===== config.mk =====
export PLATFORM = sky130hd
export DESIGN_NAME = ppm_regs
export DESIGN_NICKNAME = d
export VERILOG_FILES = /design/src/ppm_pkg.sv /design/src/ppm_regs.sv /design/src/ppm_peak_track.sv
export SDC_FILE = /design/constraint.sdc
export NUM_CORES = 1
export LEC_CHECK = 0
export CORE_AREA = 5 5 129 131
export CTS_BUF_LIST = sky130_fd_sc_hd__clkbuf_8
export DETAILED_ROUTE_END_ITERATION = 10
export DIE_AREA = 0 0 134 136
export DONT_BUFFER_PORTS = 1
export MAX_ROUTING_LAYER = met4
export PLACE_DENSITY = 0.69
export SLEW_MARGIN = 5
export SYNTH_ARGS = -nofsm -noshare
export SYNTH_HDL_FRONTEND = slang
export SYNTH_SLANG_ARGS = --single-unit

===== constraint.sdc =====
create_clock -name hclk -period 4.4 [get_ports hclk]
set_input_delay 0 -clock hclk [delete_from_list [all_inputs] [get_ports hclk]]
set_output_delay 0 -clock hclk [all_outputs]
set_load 0.02 [all_outputs]

===== src/ppm_pkg.sv =====
`default_nettype none
package ppm_pkg;

    // ------------------------------------------------------------
    // Register word indices (byte address = 4 x index)
    // ------------------------------------------------------------
    localparam int unsigned IDX_W          = 16;
    localparam logic [15:0] IDX_PC_CLEAR   = 16'hF462;
    localparam logic [15:0] IDX_FRAME_HI   = 16'hF463;
    localparam logic [15:0] IDX_FRAME_LO   = 16'hF464;
    localparam logic [15:0] IDX_ALL_HI     = 16'hF465;
    localparam logic [15:0] IDX_ALL_LO     = 16'hF466;
    localparam logic [15:0] IDX_MASK_LO    = 16'hF467;
    localparam logic [15:0] IDX_MASK_HI    = 16'hF468;
    localparam logic [15:0] IDX_IRQ_STATUS = 16'hF470;
    localparam logic [15:0] IDX_IRQ_ENABLE = 16'hF471;

    // ------------------------------------------------------------
    // Fields and reset values
    // ------------------------------------------------------------
    localparam logic [15:0] MASK_FIELD     = 16'h1F1F;
    localparam logic [15:0] REG16_RESET    = 16'h0000;
    localparam int unsigned CLEAR_BIT      = 0;
    localparam int unsigned NUM_SUBBANK    = 20;
    localparam int unsigned IRQ_W          = 3;
    localparam int unsigned IRQ_FRAME      = 0;
    localparam int unsigned IRQ_PEAK       = 1;
    localparam int unsigned IRQ_PARITY     = 2;
    localparam logic [1:0]  HTRANS_NONSEQ  = 2'h2;
    localparam logic        HRESP_OKAY     = 1'b0;

    // ------------------------------------------------------------
    // Types
    // ------------------------------------------------------------
    typedef struct packed {
        logic [7:0]  high;
        logic [15:0] low;
    } ppm_peak_t;

    typedef struct packed {
        logic        hit;
        logic [15:0] idx;
    } ppm_req_t;

    typedef enum {PH_IDLE, PH_WRITE, PH_READ, PH_READ_OUT} ppm_phase_t;

endpackage : ppm_pkg
`default_nettype wire


===== src/ppm_regs.sv =====
// Operation
// [RULE1] The frame peak holds the highest PC of the last frame, bits 23:16 and 15:0 in two registers.
// [RULE2] The all-time peak holds the highest PC since the core started, split the same way.
// [RULE3] The clear control register clears both peak monitors to zero.
// [RULE4] Frame peak fields are read-only, reset to zero, upper byte of the high half reads zero.
// [RULE5] All-time peak fields are read-only, reset to zero, upper byte of the high half reads zero.
// [RULE6] A subbank whose ignore bit is 0, its reset value, has its parity errors reported.
// [RULE7] A subbank whose ignore bit is 1 has its parity errors dropped.
// [RULE8] Low-bank ignore register: bits 12:8 bank 1 subbanks 4:0, bits 4:0 bank 0, rest reserved.
// [RULE9] High-bank ignore register: bits 12:8 bank 3, bits 4:0 bank 2, all read-write; the code keeps only bits 12:8 and 4:0, the rest read zero.
// [RULE10] Clear bit 1 clears and freezes the program counter, 0 lets it run.
// [RULE11] Setting then releasing the clear bit resets the all-time peak.
// [RULE12] Unmasked parity errors pass on to panic logic within one clock, masked ones do not.
`timescale 1ns/1ns
`default_nettype none
module ppm_regs (
    input  wire logic                    hclk,          // Core clock
    input  wire logic                    hresetn,       // Async reset, low
    input  wire logic                    hsel,          // Slave select
    input  wire logic [31:0]             haddr,         // Byte address
    input  wire logic [1:0]              htrans,        // Transfer type
    input  wire logic                    hwrite,        // Write when high
    input  wire logic [2:0]              hsize,         // Word only
    input  wire logic [31:0]             hwdata,        // Write data
    input  wire logic                    hready,        // Bus ready in
    output logic [31:0]                  hrdata,        // Read data
    output logic                         hreadyout,     // Slave ready
    output logic                         hresp,         // Always OKAY
    input  wire ppm_pkg::ppm_peak_t      pc_value,      // Core PC
    input  wire logic                    pc_valid,      // PC sample valid
    input  wire logic                    frame_start,   // Frame boundary
    input  wire logic [ppm_pkg::NUM_SUBBANK-1:0] parity_err,    // Raw errors
    output logic [ppm_pkg::NUM_SUBBANK-1:0]      parity_report, // To panic
    output logic                         pc_clear_out,  // Core PC clear
    output logic                         irq            // Level interrupt
);
    import ppm_pkg::*;

    // ------------------------------------------------------------
    // Helpers
    // ------------------------------------------------------------

    // Flatten the two ignore registers, bank 0 in the low bits
    function automatic logic [NUM_SUBBANK-1:0] ignore_vec(
        input logic [15:0] lo,
        input logic [15:0] hi
    );
        ignore_vec = {hi[12:8], hi[4:0], lo[12:8], lo[4:0]};
    endfunction : ignore_vec

    ppm_phase_t     phase_reg;
    ppm_req_t       req_reg;
    logic           accept;
    logic [15:0]    clear_reg;
    logic [15:0]    mask_lo_reg;
    logic [15:0]    mask_hi_reg;
    logic [IRQ_W-1:0] status_reg;
    logic [IRQ_W-1:0] enable_reg;
    logic [IRQ_W-1:0] evt_set;
    logic [IRQ_W-1:0] w1c;
    logic [31:0]    rd_next;
    logic           wr_en;
    ppm_peak_t      frame_peak;
    ppm_peak_t      alltime_peak;
    logic           frame_evt;
    logic           alltime_evt;

    // ------------------------------------------------------------
    // AHB-Lite slave
    // ------------------------------------------------------------

    // Reads insert one wait so the data comes from a flop
    assign accept    = hsel & hready & (htrans == HTRANS_NONSEQ);
    assign hreadyout = (phase_reg != PH_READ);
    assign hresp     = HRESP_OKAY;
    assign wr_en     = (phase_reg == PH_WRITE) & req_reg.hit;

    // Data phase sequencing
    always_ff @(posedge hclk or negedge hresetn) begin
        if (!hresetn) begin
            phase_reg <= PH_IDLE;
        end else begin
            case (phase_reg)
                PH_READ: begin
                    phase_reg <= PH_READ_OUT;
                end
                PH_IDLE, PH_WRITE, PH_READ_OUT: begin
                    if (accept) phase_reg <= hwrite ? PH_WRITE : PH_READ;
                    else        phase_reg <= PH_IDLE;
                end
                default: begin
                    phase_reg <= PH_IDLE;
                end
            endcase
        end
    end

    // Address phase capture; upper bits must be zero for a hit
    always_ff @(posedge hclk or negedge hresetn) begin
        if (!hresetn) begin
            req_reg <= '0;
        end else if (accept) begin
            req_reg.idx <= haddr[17:2];
            req_reg.hit <= (haddr[31:18] == 14'h0000);
        end
    end

    // Read mux; unmapped and reserved bits read zero
    always_comb begin
        rd_next = 32'h0000_0000;
        if (req_reg.hit) begin
            case (req_reg.idx)
                IDX_PC_CLEAR:   rd_next[0]      = clear_reg[CLEAR_BIT];
                IDX_FRAME_HI:   rd_next[7:0]    = frame_peak.high;    // RULE4
                IDX_FRAME_LO:   rd_next[15:0]   = frame_peak.low;     // RULE4
                IDX_ALL_HI:     rd_next[7:0]    = alltime_peak.high;  // RULE5
                IDX_ALL_LO:     rd_next[15:0]   = alltime_peak.low;   // RULE5
                IDX_MASK_LO:    rd_next[15:0]   = mask_lo_reg;
                IDX_MASK_HI:    rd_next[15:0]   = mask_hi_reg;
                IDX_IRQ_STATUS: rd_next[IRQ_W-1:0] = status_reg;
                IDX_IRQ_ENABLE: rd_next[IRQ_W-1:0] = enable_reg;
                default:        rd_next         = 32'h0000_0000;
            endcase
        end
    end

    // Read data register, loaded during the wait cycle
    always_ff @(posedge hclk or negedge hresetn) begin
        if (!hresetn)                hrdata <= 32'h0000_0000;
        else if (phase_reg == PH_READ) hrdata <= rd_next;
    end

    // ------------------------------------------------------------
    // Control registers
    // ------------------------------------------------------------

    // Clear control; bits 15:1 are not stored
    always_ff @(posedge hclk or negedge hresetn) begin
        if (!hresetn) begin
            clear_reg <= REG16_RESET;
        end else if (wr_en && req_reg.idx == IDX_PC_CLEAR) begin
            clear_reg <= {15'h0000, hwdata[CLEAR_BIT]};      // RULE3
        end
    end

    // Level straight from the flop holds the core PC at zero
    assign pc_clear_out = clear_reg[CLEAR_BIT];              // RULE10

    // Ignore masks; reserved gaps stay zero
    always_ff @(posedge hclk or negedge hresetn) begin
        if (!hresetn) begin
            mask_lo_reg <= REG16_RESET;
            mask_hi_reg <= REG16_RESET;
        end else if (wr_en) begin
            if (req_reg.idx == IDX_MASK_LO)
                mask_lo_reg <= hwdata[15:0] & MASK_FIELD;    // RULE8
            if (req_reg.idx == IDX_MASK_HI)
                mask_hi_reg <= hwdata[15:0] & MASK_FIELD;    // RULE9
        end
    end

    // ------------------------------------------------------------
    // Parity error filter
    // ------------------------------------------------------------

    // Registered so panic logic sees a clean level, one cycle late
    always_ff @(posedge hclk or negedge hresetn) begin
        if (!hresetn) begin
            parity_report <= '0;
        end else begin
            parity_report <= parity_err & ~ignore_vec(mask_lo_reg, mask_hi_reg); // RULE6 RULE7 RULE12
        end
    end

    // ------------------------------------------------------------
    // Peak monitors
    // ------------------------------------------------------------

    // Tracker reads the clear level so both peaks zero together
    ppm_peak_track u_track (
        .hclk         (hclk),
        .hresetn      (hresetn),
        .pc_clear     (clear_reg[CLEAR_BIT]),
        .pc_valid     (pc_valid),
        .pc_value     (pc_value),
        .frame_start  (frame_start),
        .frame_peak   (frame_peak),
        .alltime_peak (alltime_peak),
        .frame_evt    (frame_evt),
        .alltime_evt  (alltime_evt)
    );

    // ------------------------------------------------------------
    // Interrupts
    // ------------------------------------------------------------

    assign evt_set[IRQ_FRAME]  = frame_evt;
    assign evt_set[IRQ_PEAK]   = alltime_evt;
    assign evt_set[IRQ_PARITY] = |parity_report;

    // Write one to clear
    assign w1c = (wr_en && req_reg.idx == IDX_IRQ_STATUS) ? hwdata[IRQ_W-1:0] : '0;

    // Set beats clear so a coinciding event is kept
    always_ff @(posedge hclk or negedge hresetn) begin
        if (!hresetn) status_reg <= '0;
        else          status_reg <= (status_reg & ~w1c) | evt_set;
    end

    // Enable register, 1 lets the bit reach irq
    always_ff @(posedge hclk or negedge hresetn) begin
        if (!hresetn)
            enable_reg <= '0;
        else if (wr_en && req_reg.idx == IDX_IRQ_ENABLE)
            enable_reg <= hwdata[IRQ_W-1:0];
    end

    assign irq = |(status_reg & enable_reg);

    // ------------------------------------------------------------
    // Assertions
    // ------------------------------------------------------------

    property p_frame_latch;
        @(posedge hclk) disable iff (!hresetn)
        (frame_start && !clear_reg[CLEAR_BIT])
        |=> frame_peak == $past(u_track.run_reg);
    endproperty
    a_frame_latch: assert property (p_frame_latch) // RULE1
        else $error("frame peak did not latch the running peak");

    property p_alltime_mono;
        @(posedge hclk) disable iff (!hresetn)
        (!clear_reg[CLEAR_BIT] ##1 !clear_reg[CLEAR_BIT])
        |-> alltime_peak >= $past(alltime_peak);
    endproperty
    a_alltime_mono: assert property (p_alltime_mono) // RULE2
        else $error("all-time peak fell without a clear");

    property p_clear_zero;
        @(posedge hclk) disable iff (!hresetn)
        clear_reg[CLEAR_BIT] |=> (frame_peak == '0) && (alltime_peak == '0);
    endproperty
    a_clear_zero: assert property (p_clear_zero) // RULE3
        else $error("peaks not zero while clear is held");

    property p_frame_hi_read;
        @(posedge hclk) disable iff (!hresetn)
        (phase_reg == PH_READ && req_reg.hit && req_reg.idx == IDX_FRAME_HI)
        |=> hrdata == {24'h000000, $past(frame_peak.high)} && hreadyout;
    endproperty
    a_frame_hi_read: assert property (p_frame_hi_read) // RULE4
        else $error("frame high read wrong");

    property p_all_lo_read;
        @(posedge hclk) disable iff (!hresetn)
        (phase_reg == PH_READ && req_reg.hit && req_reg.idx == IDX_ALL_LO)
        |=> hrdata == {16'h0000, $past(alltime_peak.low)};
    endproperty
    a_all_lo_read: assert property (p_all_lo_read) // RULE5
        else $error("all-time low read wrong");

    property p_report;
        @(posedge hclk) disable iff (!hresetn)
        (parity_err[0] && !mask_lo_reg[0]) |=> parity_report[0];
    endproperty
    a_report: assert property (p_report) // RULE6
        else $error("unmasked parity error not reported");

    property p_ignore;
        @(posedge hclk) disable iff (!hresetn)
        mask_hi_reg[12] |=> !parity_report[NUM_SUBBANK-1];
    endproperty
    a_ignore: assert property (p_ignore) // RULE7
        else $error("masked parity error reported");

    property p_mask_lo_wr;
        @(posedge hclk) disable iff (!hresetn)
        (wr_en && req_reg.idx == IDX_MASK_LO)
        |=> {mask_lo_reg[12:8], mask_lo_reg[4:0]}
            == {$past(hwdata[12:8]), $past(hwdata[4:0])};
    endproperty
    a_mask_lo_wr: assert property (p_mask_lo_wr) // RULE8
        else $error("low-bank mask write lost");

    property p_mask_hi_wr;
        @(posedge hclk) disable iff (!hresetn)
        (wr_en && req_reg.idx == IDX_MASK_HI)
        |=> mask_hi_reg == ($past(hwdata[15:0]) & MASK_FIELD);
    endproperty
    a_mask_hi_wr: assert property (p_mask_hi_wr) // RULE9
        else $error("high-bank mask write lost");

    property p_clear_out;
        @(posedge hclk) disable iff (!hresetn)
        (wr_en && req_reg.idx == IDX_PC_CLEAR)
        |=> pc_clear_out == $past(hwdata[0]);
    endproperty
    a_clear_out: assert property (p_clear_out) // RULE10
        else $error("clear output does not follow write");

    property p_release;
        @(posedge hclk) disable iff (!hresetn)
        $fell(clear_reg[CLEAR_BIT]) |=> alltime_peak == '0;
    endproperty
    a_release: assert property (p_release) // RULE11
        else $error("all-time peak not reset on release");

    property p_irq;
        @(posedge hclk) disable iff (!hresetn)
        (|parity_report && enable_reg[IRQ_PARITY]) |=> irq;
    endproperty
    a_irq: assert property (p_irq) // RULE12
        else $error("parity interrupt missing");

    // Main scenarios
    property p_cov_read;
        @(posedge hclk) disable iff (!hresetn)
        phase_reg == PH_READ ##1 phase_reg == PH_READ_OUT;
    endproperty
    c_cov_read: cover property (p_cov_read);

    property p_cov_release;
        @(posedge hclk) disable iff (!hresetn)
        $fell(clear_reg[CLEAR_BIT]);
    endproperty
    c_cov_release: cover property (p_cov_release);

    property p_cov_frame;
        @(posedge hclk) disable iff (!hresetn)
        frame_evt && frame_peak != '0;
    endproperty
    c_cov_frame: cover property (p_cov_frame);

    property p_cov_irq;
        @(posedge hclk) disable iff (!hresetn)
        irq ##1 !irq;
    endproperty
    c_cov_irq: cover property (p_cov_irq);

endmodule : ppm_regs
`default_nettype wire


===== src/ppm_peak_track.sv =====
`timescale 1ns/1ns
`default_nettype none
module ppm_peak_track (
    input  wire logic              hclk,         // Core clock
    input  wire logic              hresetn,      // Async reset, low
    input  wire logic              pc_clear,     // Clear control level
    input  wire logic              pc_valid,     // Sample of pc_value valid
    input  wire ppm_pkg::ppm_peak_t pc_value,    // Current program counter
    input  wire logic              frame_start,  // Frame or block boundary
    output ppm_pkg::ppm_peak_t     frame_peak,   // Peak of last frame
    output ppm_pkg::ppm_peak_t     alltime_peak, // Peak since start
    output logic                   frame_evt,    // Frame peak latched
    output logic                   alltime_evt   // All-time peak raised
);
    import ppm_pkg::*;

    ppm_peak_t run_reg;
    logic      clr_d_reg;
    logic      release_clr;

    // Release of the clear bit restarts the all-time history
    assign release_clr = clr_d_reg & ~pc_clear;

    always_ff @(posedge hclk or negedge hresetn) begin
        if (!hresetn) clr_d_reg <= 1'b0;
        else          clr_d_reg <= pc_clear;
    end

    // ------------------------------------------------------------
    // Running peak of the frame in progress
    // ------------------------------------------------------------
    always_ff @(posedge hclk or negedge hresetn) begin
        if (!hresetn) begin
            run_reg <= '0;
        end else if (pc_clear) begin
            run_reg <= '0;                                 // RULE3
        end else if (frame_start) begin
            run_reg <= pc_valid ? pc_value : ppm_peak_t'('0);
        end else if (pc_valid && pc_value > run_reg) begin
            run_reg <= pc_value;
        end
    end

    // Boundary sample belongs to the new frame
    always_ff @(posedge hclk or negedge hresetn) begin
        if (!hresetn) begin
            frame_peak <= '0;
            frame_evt  <= 1'b0;
        end else begin
            frame_evt <= frame_start & ~pc_clear;
            if (pc_clear)         frame_peak <= '0;          // RULE3
            else if (frame_start) frame_peak <= run_reg;     // RULE1
        end
    end

    // All-time peak; cleared while held and again on release
    always_ff @(posedge hclk or negedge hresetn) begin
        if (!hresetn) begin
            alltime_peak <= '0;
            alltime_evt  <= 1'b0;
        end else begin
            alltime_evt <= 1'b0;
            if (pc_clear || release_clr) begin
                alltime_peak <= '0;                          // RULE11
            end else if (pc_valid && pc_value > alltime_peak) begin
                alltime_peak <= pc_value;                    // RULE2
                alltime_evt  <= 1'b1;
            end
        end
    end

endmodule : ppm_peak_track
`default_nettype wire


Yosys cells after proc, flatten, opt, wreduce, memory -nomap -nowiden
Index checks and enable logic that the tools add are counted.
Widths: inputs -> output; s select.

storage, ports and cells
  bits of input ports = 120
  word-level logic and storage cells = 84
  output and inout bits = 56
  flip-flop bits (word level) = 203

operators by class
  reductions and logical operators = 16
  equality and inequality tests = 16
  order comparisons = 2
  bitwise operators = 12
  muxes and demuxes = 19

operators by type and width
  cell                  number
  $mux 24               8
  $eq 16x16->1 const B  9
  $eq 32x2->1 const B   3
  $pmux 32 s2           1
  $gt 24x24->1          2
  $eq 32x1->1 const B   1
  $eq 32x3->1 const B   1
  $logic_not 32->1      1
  $ne 32x3->1 const B   1
  $pmux 8 s4            1
  $pmux 5 s6            1
  $and 20x20->20        1
  $not 20->20           1
  $reduce_or 20->1      1
  $mux 16               1
  $pmux 2 s8            1
  $logic_not 14->1      1
  $pmux 1 s9            1
  $and 3x3->3           2
  $reduce_or 3->1       2
  $and 1x1->1           5
  $logic_and 1x1->1     5
  $mux 2                2
  $reduce_and 2->1      2
  other kinds (9)       11

Depth between registers and ports, before layout
Gate-level depths: netlist of the first run.

  depth after elaboration = 7
  gate-level depth with buffers = 10
  gate-level depth less buffers = 8

Hierarchy
A second synthesis of the first run with hierarchy kept.

unflattened totals
  cell total of the unflattened synthesis = 746
  area, all modules = 8172.8 um2

modules (own cells, without submodules)
  module          cells each  times used  area an instance (um2)  sequential area each (um2)
  ppm_peak_track  388         1           4107.7                  1876.8
  ppm_regs        358         1           4065.1                  2052.0

Least setup slack after synthesis of the first run
No wires, ideal clock.

  path kind = reg2reg
  start = register, netlist name u_track.alltime_peak[2]
  end = register u_track.alltime_evt
  setup time = 0.119 ns
  required time = 4.281 ns
  arrival = 2.230 ns
  clock period less this slack = 2.349 ns
  slack = 2.051 ns
  cell stages (with the launch flop) = 11
  buffers on the path = 2
  cell sequence = dfrtp_1 > inv_1 > ha_1 > and3_1 > a221o_1 > a221oi_1 > nor4_1 > a31o_2 > buf_2 > buf_2 > and2_1

between the ends
  longest elaborated chain between the ends = 4

RTL lines
  what                  RTL line              text
  $gt 24x24->1          ppm_peak_track.sv:65  end else if (pc_valid && pc_value > alltime_peak) begin
  $logic_and 1x1->1     ppm_peak_track.sv:65
  $mux 1                ppm_peak_track.sv:65
  $mux 1                ppm_peak_track.sv:63  if (pc_clear || release_clr) begin
  to (signal assigned)  ppm_peak_track.sv:60  alltime_evt <= 1'b0;
  to (signal assigned)  ppm_peak_track.sv:62  alltime_evt <= 1'b0;
  to (signal assigned)  ppm_peak_track.sv:67  alltime_evt <= 1'b1;
  to (decl)             ppm_peak_track.sv:13  output logic alltime_evt

Every way passes these cells.
A chain may end at the register's enable or synchronous reset.

Worst setup path after layout of the first run
  start = register u_track.run_reg[7] (netlist bit)
  end = register u_track.run_reg[10] (netlist bit)

between the ends
  longest elaborated chain between the ends = 3

RTL lines
  what                                RTL line              text
  from (decl)                         ppm_peak_track.sv:17  ppm_peak_t run_reg;
  from (signal assigned)              ppm_peak_track.sv:38  run_reg <= pc_valid ? pc_value : ppm_peak_t'('0);
  from (signal assigned)              ppm_peak_track.sv:40  run_reg <= pc_value;
  $gt 24x24->1                        ppm_peak_track.sv:39  end else if (pc_valid && pc_value > run_reg) begin
  $logic_and 1x1->1                   ppm_peak_track.sv:39
  $reduce_bool 3->1 (no source line)  n/a

Every way passes these cells.

==> results.toml, run 1 <==
[grt]
use_met3_pct = 5.736
overflow = 0
track_usage_pct = 24.72
grt_pass1_wl_mm = 33.55
grt_use_met2_pct = 42.87
grt_util_met1_pct = 28.62
antenna_found_initial = 0
grt_pass1_vias = 6409
grt_max_degree = 158
busiest_layer = "met2"

[clock_network]
cts_resized = 0
h-tree-depth = 4
cts.sinks = 157
cts_root_buffer = "clkbuf_8"
cts_buffer_depth = 2
cts_tree = "done"
ctsHoldBuffers = 78
cts_made_buffers = 17
clkLatencyLatePin_ps = 460
post-cts-setup-buffers = 0
clk_pin_slew_ps = 80

[worst_setup_path]
required_ps = 4770
reg2reg_depth = 8
r2r_setup_slack_ps = 1450
r2r-end = "u_track.run_reg[10]"
critPathLaunchType = "register"
critical_path_class = "reg2reg"
r2r_start = "u_track.run_reg[7]"
critPathCaptureType = "register"
path_max_fanout = 16
arrival_ps = 3330

[final_layout]
mostFrequentLayoutCell = "dfrtp_1"
multi_input_area_um2 = 3874
area_delta_synth_final_pct = 15.54
seq_area_um2 = 3929
mostFrequentLayoutCells = "dfrtp_1 (157), nand2_1 (115), mux2i_1 (79), dlygate4sd3_1 (76), inv_1 (57)"
drive_above_1_share_pct = 11.56
nets = 1003
fill_cells = 1239
n_antenna_cell = 0

[pwr]
power.density_nw_per_um2 = 340.3
leakagePower_nw = 4.307
peakVddDrop_uv = 192.1

[yosys]
yosys-top-cells-area = "dfrtp_1 (48%), mux2i_1 (9.6%), ha_1 (7.3%), mux2_2 (5.4%), nand2_1 (5.3%)"
synth_cell_types = 63
syn-instance-count = 763
ys_ff_latch = 157
yosysTopAreaCellShare_pct = 47.94
synth_top_cell_by_area = "dfrtp_1"
synth_edf_count = 0
synth_area_um2 = 8195
synthArstFlopShare_pct = 100.0
ys_warn_count = 0
synth_seq_area_share_pct = 47.94
syn_area_per_cell_um2 = 10.74
synth_flop_cell = "dfrtp_1"

[timing]
timing.final.crit_period_ps = 2952
finalHoldViolations = 0
whs_ps = 26.49
setup_viol = 0
skew_ps = 8.670
rsz0062_at_grt = "no"
slew_violations = 0
slew_headroom_pct = 25.44
max_freq_ghz = 0.3387
timing.final.crit_share_pct = 67.10
worst_pin_slew_ps = 1118
fin_setup_tns_ps = 0

[floorplan]
row_count = 46
die_area_um2 = 18220
io_pins = 176
core-area_um2 = 15480
die_w_um = 134
dieHeight_um = 136
start_util_pct = 52.93

[place]
port_buffers = 0
hpwl_mm = 15.19
place_congestion = 0.8908

[routing]
wl_per_cell_um = 20.60
drt_iter0_drc = 533
drt_drc_violations_left = 0
routed_wl_mm = 21.43
dr.pass1.iters = 5
vias = 5987
viasPerCell = 5.757
ant_nets = 0

[hold_path]
hp-class = "in2reg"
holdCritStartpoint = "frame_start"
worstHoldPathCells = 3
hold_end = "u_track.run_reg[17]"

[outcome]
status = "finished, final reports clean"

[job]
maxCapViolCount = 0
per-stage QoR:
step | util, % | cell area (µm²) | power, W | worst slack [ps] | std cells
floorplan | - | 8255 | 0.002009 | 2051 | 779
global placement | 53.50 | 8283 | 0.002085 | 1540 | 930
detailed placement | 53.50 | 8283 | 0.002110 | 1443 | 930
CTS | 61.16 | 9469 | 0.003235 | 1418 | 1040
global route | 61.16 | 9469 | 0.003376 | 1240 | 1040
finish | 61.16 | 9469 | 0.003222 | 1448 | 1040
synth_stat cells, types with 8 or more instances:
master	number
buf_4	17
inv_1	54
a21oi_1	18
nand2_1	115
nor2b_1	22
clkbuf_1	14
dfrtp_1	157
nor2_1	41
a222oi_1	8
nand4_1	11
mux2_2	39
ha_1	48
nor4_1	11
mux2i_1	79
o21ai_0	29
area by class of cell:
| type | count | area share [%] |
|---|---|---|
| inverters | 54 | 2.141 |
| clock buffers | 18 | 2.616 |
| flip-flops and latches | 157 | 41.49 |
| clock inverters | 14 | 1.374 |
| repair buffers | 83 | 8.932 |
| multi-input cells | 522 | 40.91 |
| well taps | 192 | 2.537 |
report_power, final:
part / leakage, nW / switching [W] / internal [W] / total (W)
sequential: 2.04 / 0.000130 / 0.00154 / 0.00167
combinational: 2.06 / 0.000285 / 0.000240 / 0.000525
clock: 0.206 / 0.000522 / 0.000509 / 0.00103
total: 4.31 / 0.000937 / 0.00228 / 0.00322
critical path: stages, from the launching register on:
cell,delay (ps)
dfrtp_1,350
inv_1,70
ha_1,310
nand4_1,190
a211oi_1,400
o21ai_0,170
a41oi_2,680
buf_4,440
mux2i_1,240
cells by family (layout without fill, tap and decap cells):
kind of cell | count (synthesis) | count (layout) | synth area share, %
xor+xnor | 1 | 1 | 0.1069
compound gates | 89 | 89 | 7.207
buf+inv | 100 | 169 | 5.557
other cells | 1 | 17 | 0.04576
flops | 157 | 157 | 47.94
simple gates | 240 | 240 | 14.75
fa+ha+maj | 48 | 48 | 7.328
mux | 127 | 127 | 17.07
worst max-delay path by stage:
stage | end | cells after the start | startpoint | slack (ps)
after floorplan | u_track.alltime_evt | 10 | u_track.alltime_peak[2] | 2050
after global placement | u_track.run_reg[21] | 8 | u_track.run_reg[7] | 1540
after detailed placement | u_track.run_reg[10] | 8 | u_track.run_reg[7] | 1440
after CTS | u_track.run_reg[10] | 8 | u_track.run_reg[7] | 1420
after global routing | u_track.run_reg[1] | 8 | u_track.run_reg[21] | 1240
final | u_track.run_reg[10] | 8 | u_track.run_reg[7] | 1450
routing by layer:
layer / vias up / share of wire, %
li1: 2764 / -
met1: 2970 / 40
met2: 217 / 51
met3: 36 / 6.8
met4: 0 / 1.9
met5: - / 0
(Power assumes the default switching activity.)
==> run 2, diff against run 1 <==
clock period = 3.1 ns   (was 4.4 ns; I/O delays follow)
==> results.toml, run 2 (same netlist as run 1, synthesis figures left out) <==
[worst_setup_path]
critPathLaunchType = "register"
max_stage_delay_ps = 670
path_buf_inv = 1
critical_path_class = "reg2reg"
critPathCaptureType = "register"
cp_cell_sequence = "inv_1 > ha_1 > a21oi_1 > o22ai_1 > a2111oi_0 > o31ai_1 > a31o_2 > and2_1"
cp_slowest_cell = "a2111oi_0"
required_ps = 3450
path_max_fanout = 25
arrival_ps = 3120
critical-path-top-delay-family = "compound AO/OA/AOI/OAI gates"

[clock_network]
cts_tree = "done"
cts_buffer_depth = 2
cts_root_buffer = "clkbuf_8"
cts_resized = 0
cts.sinks = 157
clkLatencyLatePin_ps = 470
ctsHoldBuffers = 80
clk_pin_slew_ps = 80
h-tree-depth = 4
cts_made_buffers = 17
post-cts-setup-buffers = 0

[grt]
antenna_found_initial = 0
grt_pass1_wl_mm = 34.46
overflow = 0
grt_pass1_vias = 6533
grt_max_degree = 158
track_usage_pct = 25.27

[hold_path]
hp-class = "in2async"

[routing]
viasPerCell = 5.789
drt_iter0_drc = 427
dr.pass1.iters = 5
wl_per_cell_um = 20.76
routed_wl_mm = 21.76
ant_nets = 0
vias = 6067
drt_drc_violations_left = 0

[timing]
rsz0062_at_grt = "no"
slew_headroom_pct = 26.35
skew_ps = 13.60
max_freq_ghz = 0.3614
finalHoldViolations = 157
whs_ps = -772.0
worst_pin_slew_ps = 1105
timing.final.crit_share_pct = 89.26
setup_viol = 0
fin_setup_tns_ps = 0
timing.final.crit_period_ps = 2767
slew_violations = 0

[floorplan]
row_count = 46
start_util_pct = 52.93
dieHeight_um = 136
die_w_um = 134
core-area_um2 = 15480
io_pins = 176
die_area_um2 = 18220

[place]
place_congestion = 0.8608
port_buffers = 0
hpwl_mm = 15.01

[pwr]
power.density_nw_per_um2 = 492.1
leakagePower_nw = 4.321
power_w = 0.004705
peakVddDrop_uv = 281.6

[final_layout]
final_util_pct = 61.75
n_antenna_cell = 0
mostFrequentLayoutCells = "dfrtp_1 (157), nand2_1 (115), mux2i_1 (79), dlygate4sd3_1 (79), inv_1 (54)"
mostFrequentLayoutCell = "dfrtp_1"
multi_input_area_um2 = 3874
seq_area_um2 = 3929
drive_above_1_share_pct = 12.38
area_delta_synth_final_pct = 16.66
nets = 1011
fill_cells = 1265

[outcome]
status = "complete, but fails checks"
violations = "hold timing"

[job]
maxCapViolCount = 0
run 2: area by class of cell:
type / count / area share (%)
Sequential cell: 157 / 41.09
Clock buffer: 17 / 2.447
Tap cell: 192 / 2.513
Inverter: 54 / 2.120
Timing Repair Buffer: 91 / 9.344
Multi-Input combinational cell: 522 / 40.52
Clock inverter: 15 / 1.963
run 2: through the flow:
step / area, µm² / cells / setup WS (ps) / hold slack [ps]
2_1_floorplan: 8255 / 779 / 751.2 / -295.6
3_3_place_gp: 8328 / 936 / 444.4 / -288.5
3_5_place_dp: 8328 / 936 / 368.8 / -289.5
4_1_cts: 9560 / 1048 / 351.2 / -797.0
5_1_grt: 9560 / 1048 / 256.8 / -799.3
6_report: 9560 / 1048 / 333.0 / -772.0
run 2: layer usage:
layer  track usage [%]  wire length (µm)  vias to the layer above
met2             42.39             10880                      233
li1                  -                 -                     2791
met1             29.54              8731                     2994
met5                 -                 0                        -
met4             11.09               704                        0
met3             5.366              1444                       49
run 2: path summary, 6_finish.rpt:
kind / from / end / slack, ps / depth (start not counted)
hold reg to reg: u_track.alltime_evt / status_reg[1] / 440 / 1
setup / recovery: u_track.alltime_peak[11] / u_track.alltime_evt / 330 / 8
max in group asynchronous: hresetn / u_track.alltime_peak[11] / 3680 / 0
min in group hclk: pc_valid / u_track.run_reg[12] / 50 / 5
hold / removal: hresetn / parity_report[1] / -770 / 0
setup reg to reg: u_track.alltime_peak[11] / u_track.alltime_evt / 330 / 8
run 2: power by group:
group | total [W] | switching [W] | internal (W)
registers | 0.00235 | 0.000168 | 0.00218
clock network | 0.00162 | 0.000809 | 0.000809
logic | 0.000739 | 0.000390 | 0.000349
total | 0.00470 | 0.00137 | 0.00334
==> run 3, diff against run 2 <==
CORE_AREA = 5 5 123 125   (was 5 5 129 131)
DIE_AREA = 0 0 128 130   (was 0 0 134 136)
PLACE_DENSITY = 0.75   (was 0.69)
SKIP_CTS_REPAIR_TIMING = 1   (was default)
==> results.toml, run 3 (same netlist as run 1, synthesis figures left out) <==
[job]
maxCapViolCount = 0

[grt]
grt_pass1_wl_mm = 31.29
overflow = 0
antenna_found_initial = 0
grt_pass1_vias = 6079
track_usage_pct = 25.30
grt_max_degree = 158

[floorplan]
io_pins = 176
die_w_um = 128
start_util_pct = 59.50
dieHeight_um = 130
die_area_um2 = 16640
core-area_um2 = 13770
row_count = 43

[routing]
drt_drc_violations_left = 0
dr.pass1.iters = 5
viasPerCell = 5.901
wl_per_cell_um = 21.04
vias = 6119
ant_nets = 0
drt_iter0_drc = 548
routed_wl_mm = 21.82

[place]
dpl_worst_slack_ps = 403.0
detailed_place.area_um2 = 8318
hpwl_mm = 14.80
place_congestion = 0.8749
port_buffers = 0

[worst_setup_path]
r2r_start = "u_track.alltime_peak[2]"
path_buf_inv = 1
cp_slowest_cell = "a31o_2"
critical_path_class = "reg2reg"
reg2reg_depth = 8
arrival_ps = 3110
path_max_fanout = 25
critical-path-top-delay-family = "compound AO/OA/AOI/OAI gates"
r2r-end = "u_track.alltime_peak[9]"
required_ps = 3460
r2r_setup_slack_ps = 350
critPathCaptureType = "register"
cp_cell_sequence = "inv_1 > ha_1 > and3_1 > a221o_1 > a221oi_1 > nor4_1 > a31o_2 > mux2i_1"
critPathLaunchType = "register"
max_stage_delay_ps = 530

[final_layout]
multi_input_area_um2 = 3874
fill_cells = 1004
area_delta_synth_final_pct = 16.52
nets = 1012
mostFrequentLayoutCells = "dfrtp_1 (157), nand2_1 (115), dlygate4sd3_1 (81), mux2i_1 (79), inv_1 (54)"
drive_above_1_share_pct = 12.25
stdcell_area_um2 = 9549
n_antenna_cell = 0
final_util_pct = 69.33
mostFrequentLayoutCell = "dfrtp_1"
seq_area_um2 = 3929

[clock_network]
clk_pin_slew_ps = 90
clkLatencyLatePin_ps = 460
cts.sinks = 157
h-tree-depth = 4
cts_tree = "done"
cts_buffer_depth = 2
cts_made_buffers = 17
cts_root_buffer = "clkbuf_8"

[hold_path]
hp-class = "in2async"

[timing]
skew_ps = 12.76
timing.final.crit_period_ps = 2750
setup_ws_ps = 349.5
setup_viol = 0
rsz0062_at_grt = "no"
worst_pin_slew_ps = 1042
fin_setup_tns_ps = 0
timing.final.crit_share_pct = 88.72
slew_headroom_pct = 30.20
max_freq_ghz = 0.3636
finalHoldViolations = 157
slew_violations = 0
whs_ps = -768.4

[pwr]
power.density_nw_per_um2 = 485.9
leakagePower_nw = 4.323
peakVddDrop_uv = 235.6

[outcome]
violations = "hold timing"
status = "complete, but fails checks"
## run 3: changes by cell type in the layout (fill, tap and decap cells not counted), moves of 2 or more
cell / delta
clkinv_2: +2
clkbuf_8: +2
dlygate4sd3_1: +2
buf_4: -2
inv_6: -2
## run 3: per-layer routing
| layer | vias up | GRT usage (%) | routed length (µm) |
|---|---|---|---|
| met5 | - | - | 0 |
| met4 | 0 | 9.114 | 556 |
| met3 | 49 | 6.959 | 1638 |
| met2 | 254 | 42.33 | 10940 |
| met1 | 3022 | 29.48 | 8682 |
| li1 | 2794 | - | - |
## run 3: how the worst max path moves through the flow
stage | startpoint | end | slack [ps] | cells after the start
after floorplan | u_track.alltime_peak[2] | u_track.alltime_evt | 750 | 10
after global placement | u_track.alltime_peak[2] | u_track.alltime_evt | 490 | 8
after detailed placement | u_track.alltime_peak[11] | u_track.alltime_peak[9] | 400 | 8
after CTS | u_track.alltime_peak[11] | u_track.alltime_peak[9] | 400 | 8
after global routing | u_track.alltime_peak[15] | u_track.alltime_peak[9] | 220 | 8
final | u_track.alltime_peak[2] | u_track.alltime_peak[9] | 350 | 8
## run 3: through the flow
stage,total power [W],hold slack (ps),std cells
global placement,0.002971,-288.9,923
CTS,0.004533,-794.7,955
floorplan,0.002851,-295.6,779
detailed placement,0.003007,-290.9,923
finish,0.004640,-768.4,1037
global route,0.004827,-796.2,1037
## run 3: area by class of cell
type / count / share of cell area (%)
Multi-Input combinational cell: 522 / 40.57
Clock inverter: 13 / 1.454
Clock buffer: 19 / 2.738
Sequential cell: 157 / 41.14
Timing Repair Buffer: 92 / 9.617
Inverter: 54 / 2.123
Tap cell: 180 / 2.358
## run 3: power breakdown
| part | total (W) | switching [W] | internal [W] |
|---|---|---|---|
| clock network | 0.00155 | 0.000791 | 0.000758 |
| logic | 0.000747 | 0.000393 | 0.000355 |
| registers | 0.00234 | 0.000163 | 0.00218 |
| total | 0.00464 | 0.00135 | 0.00329 |
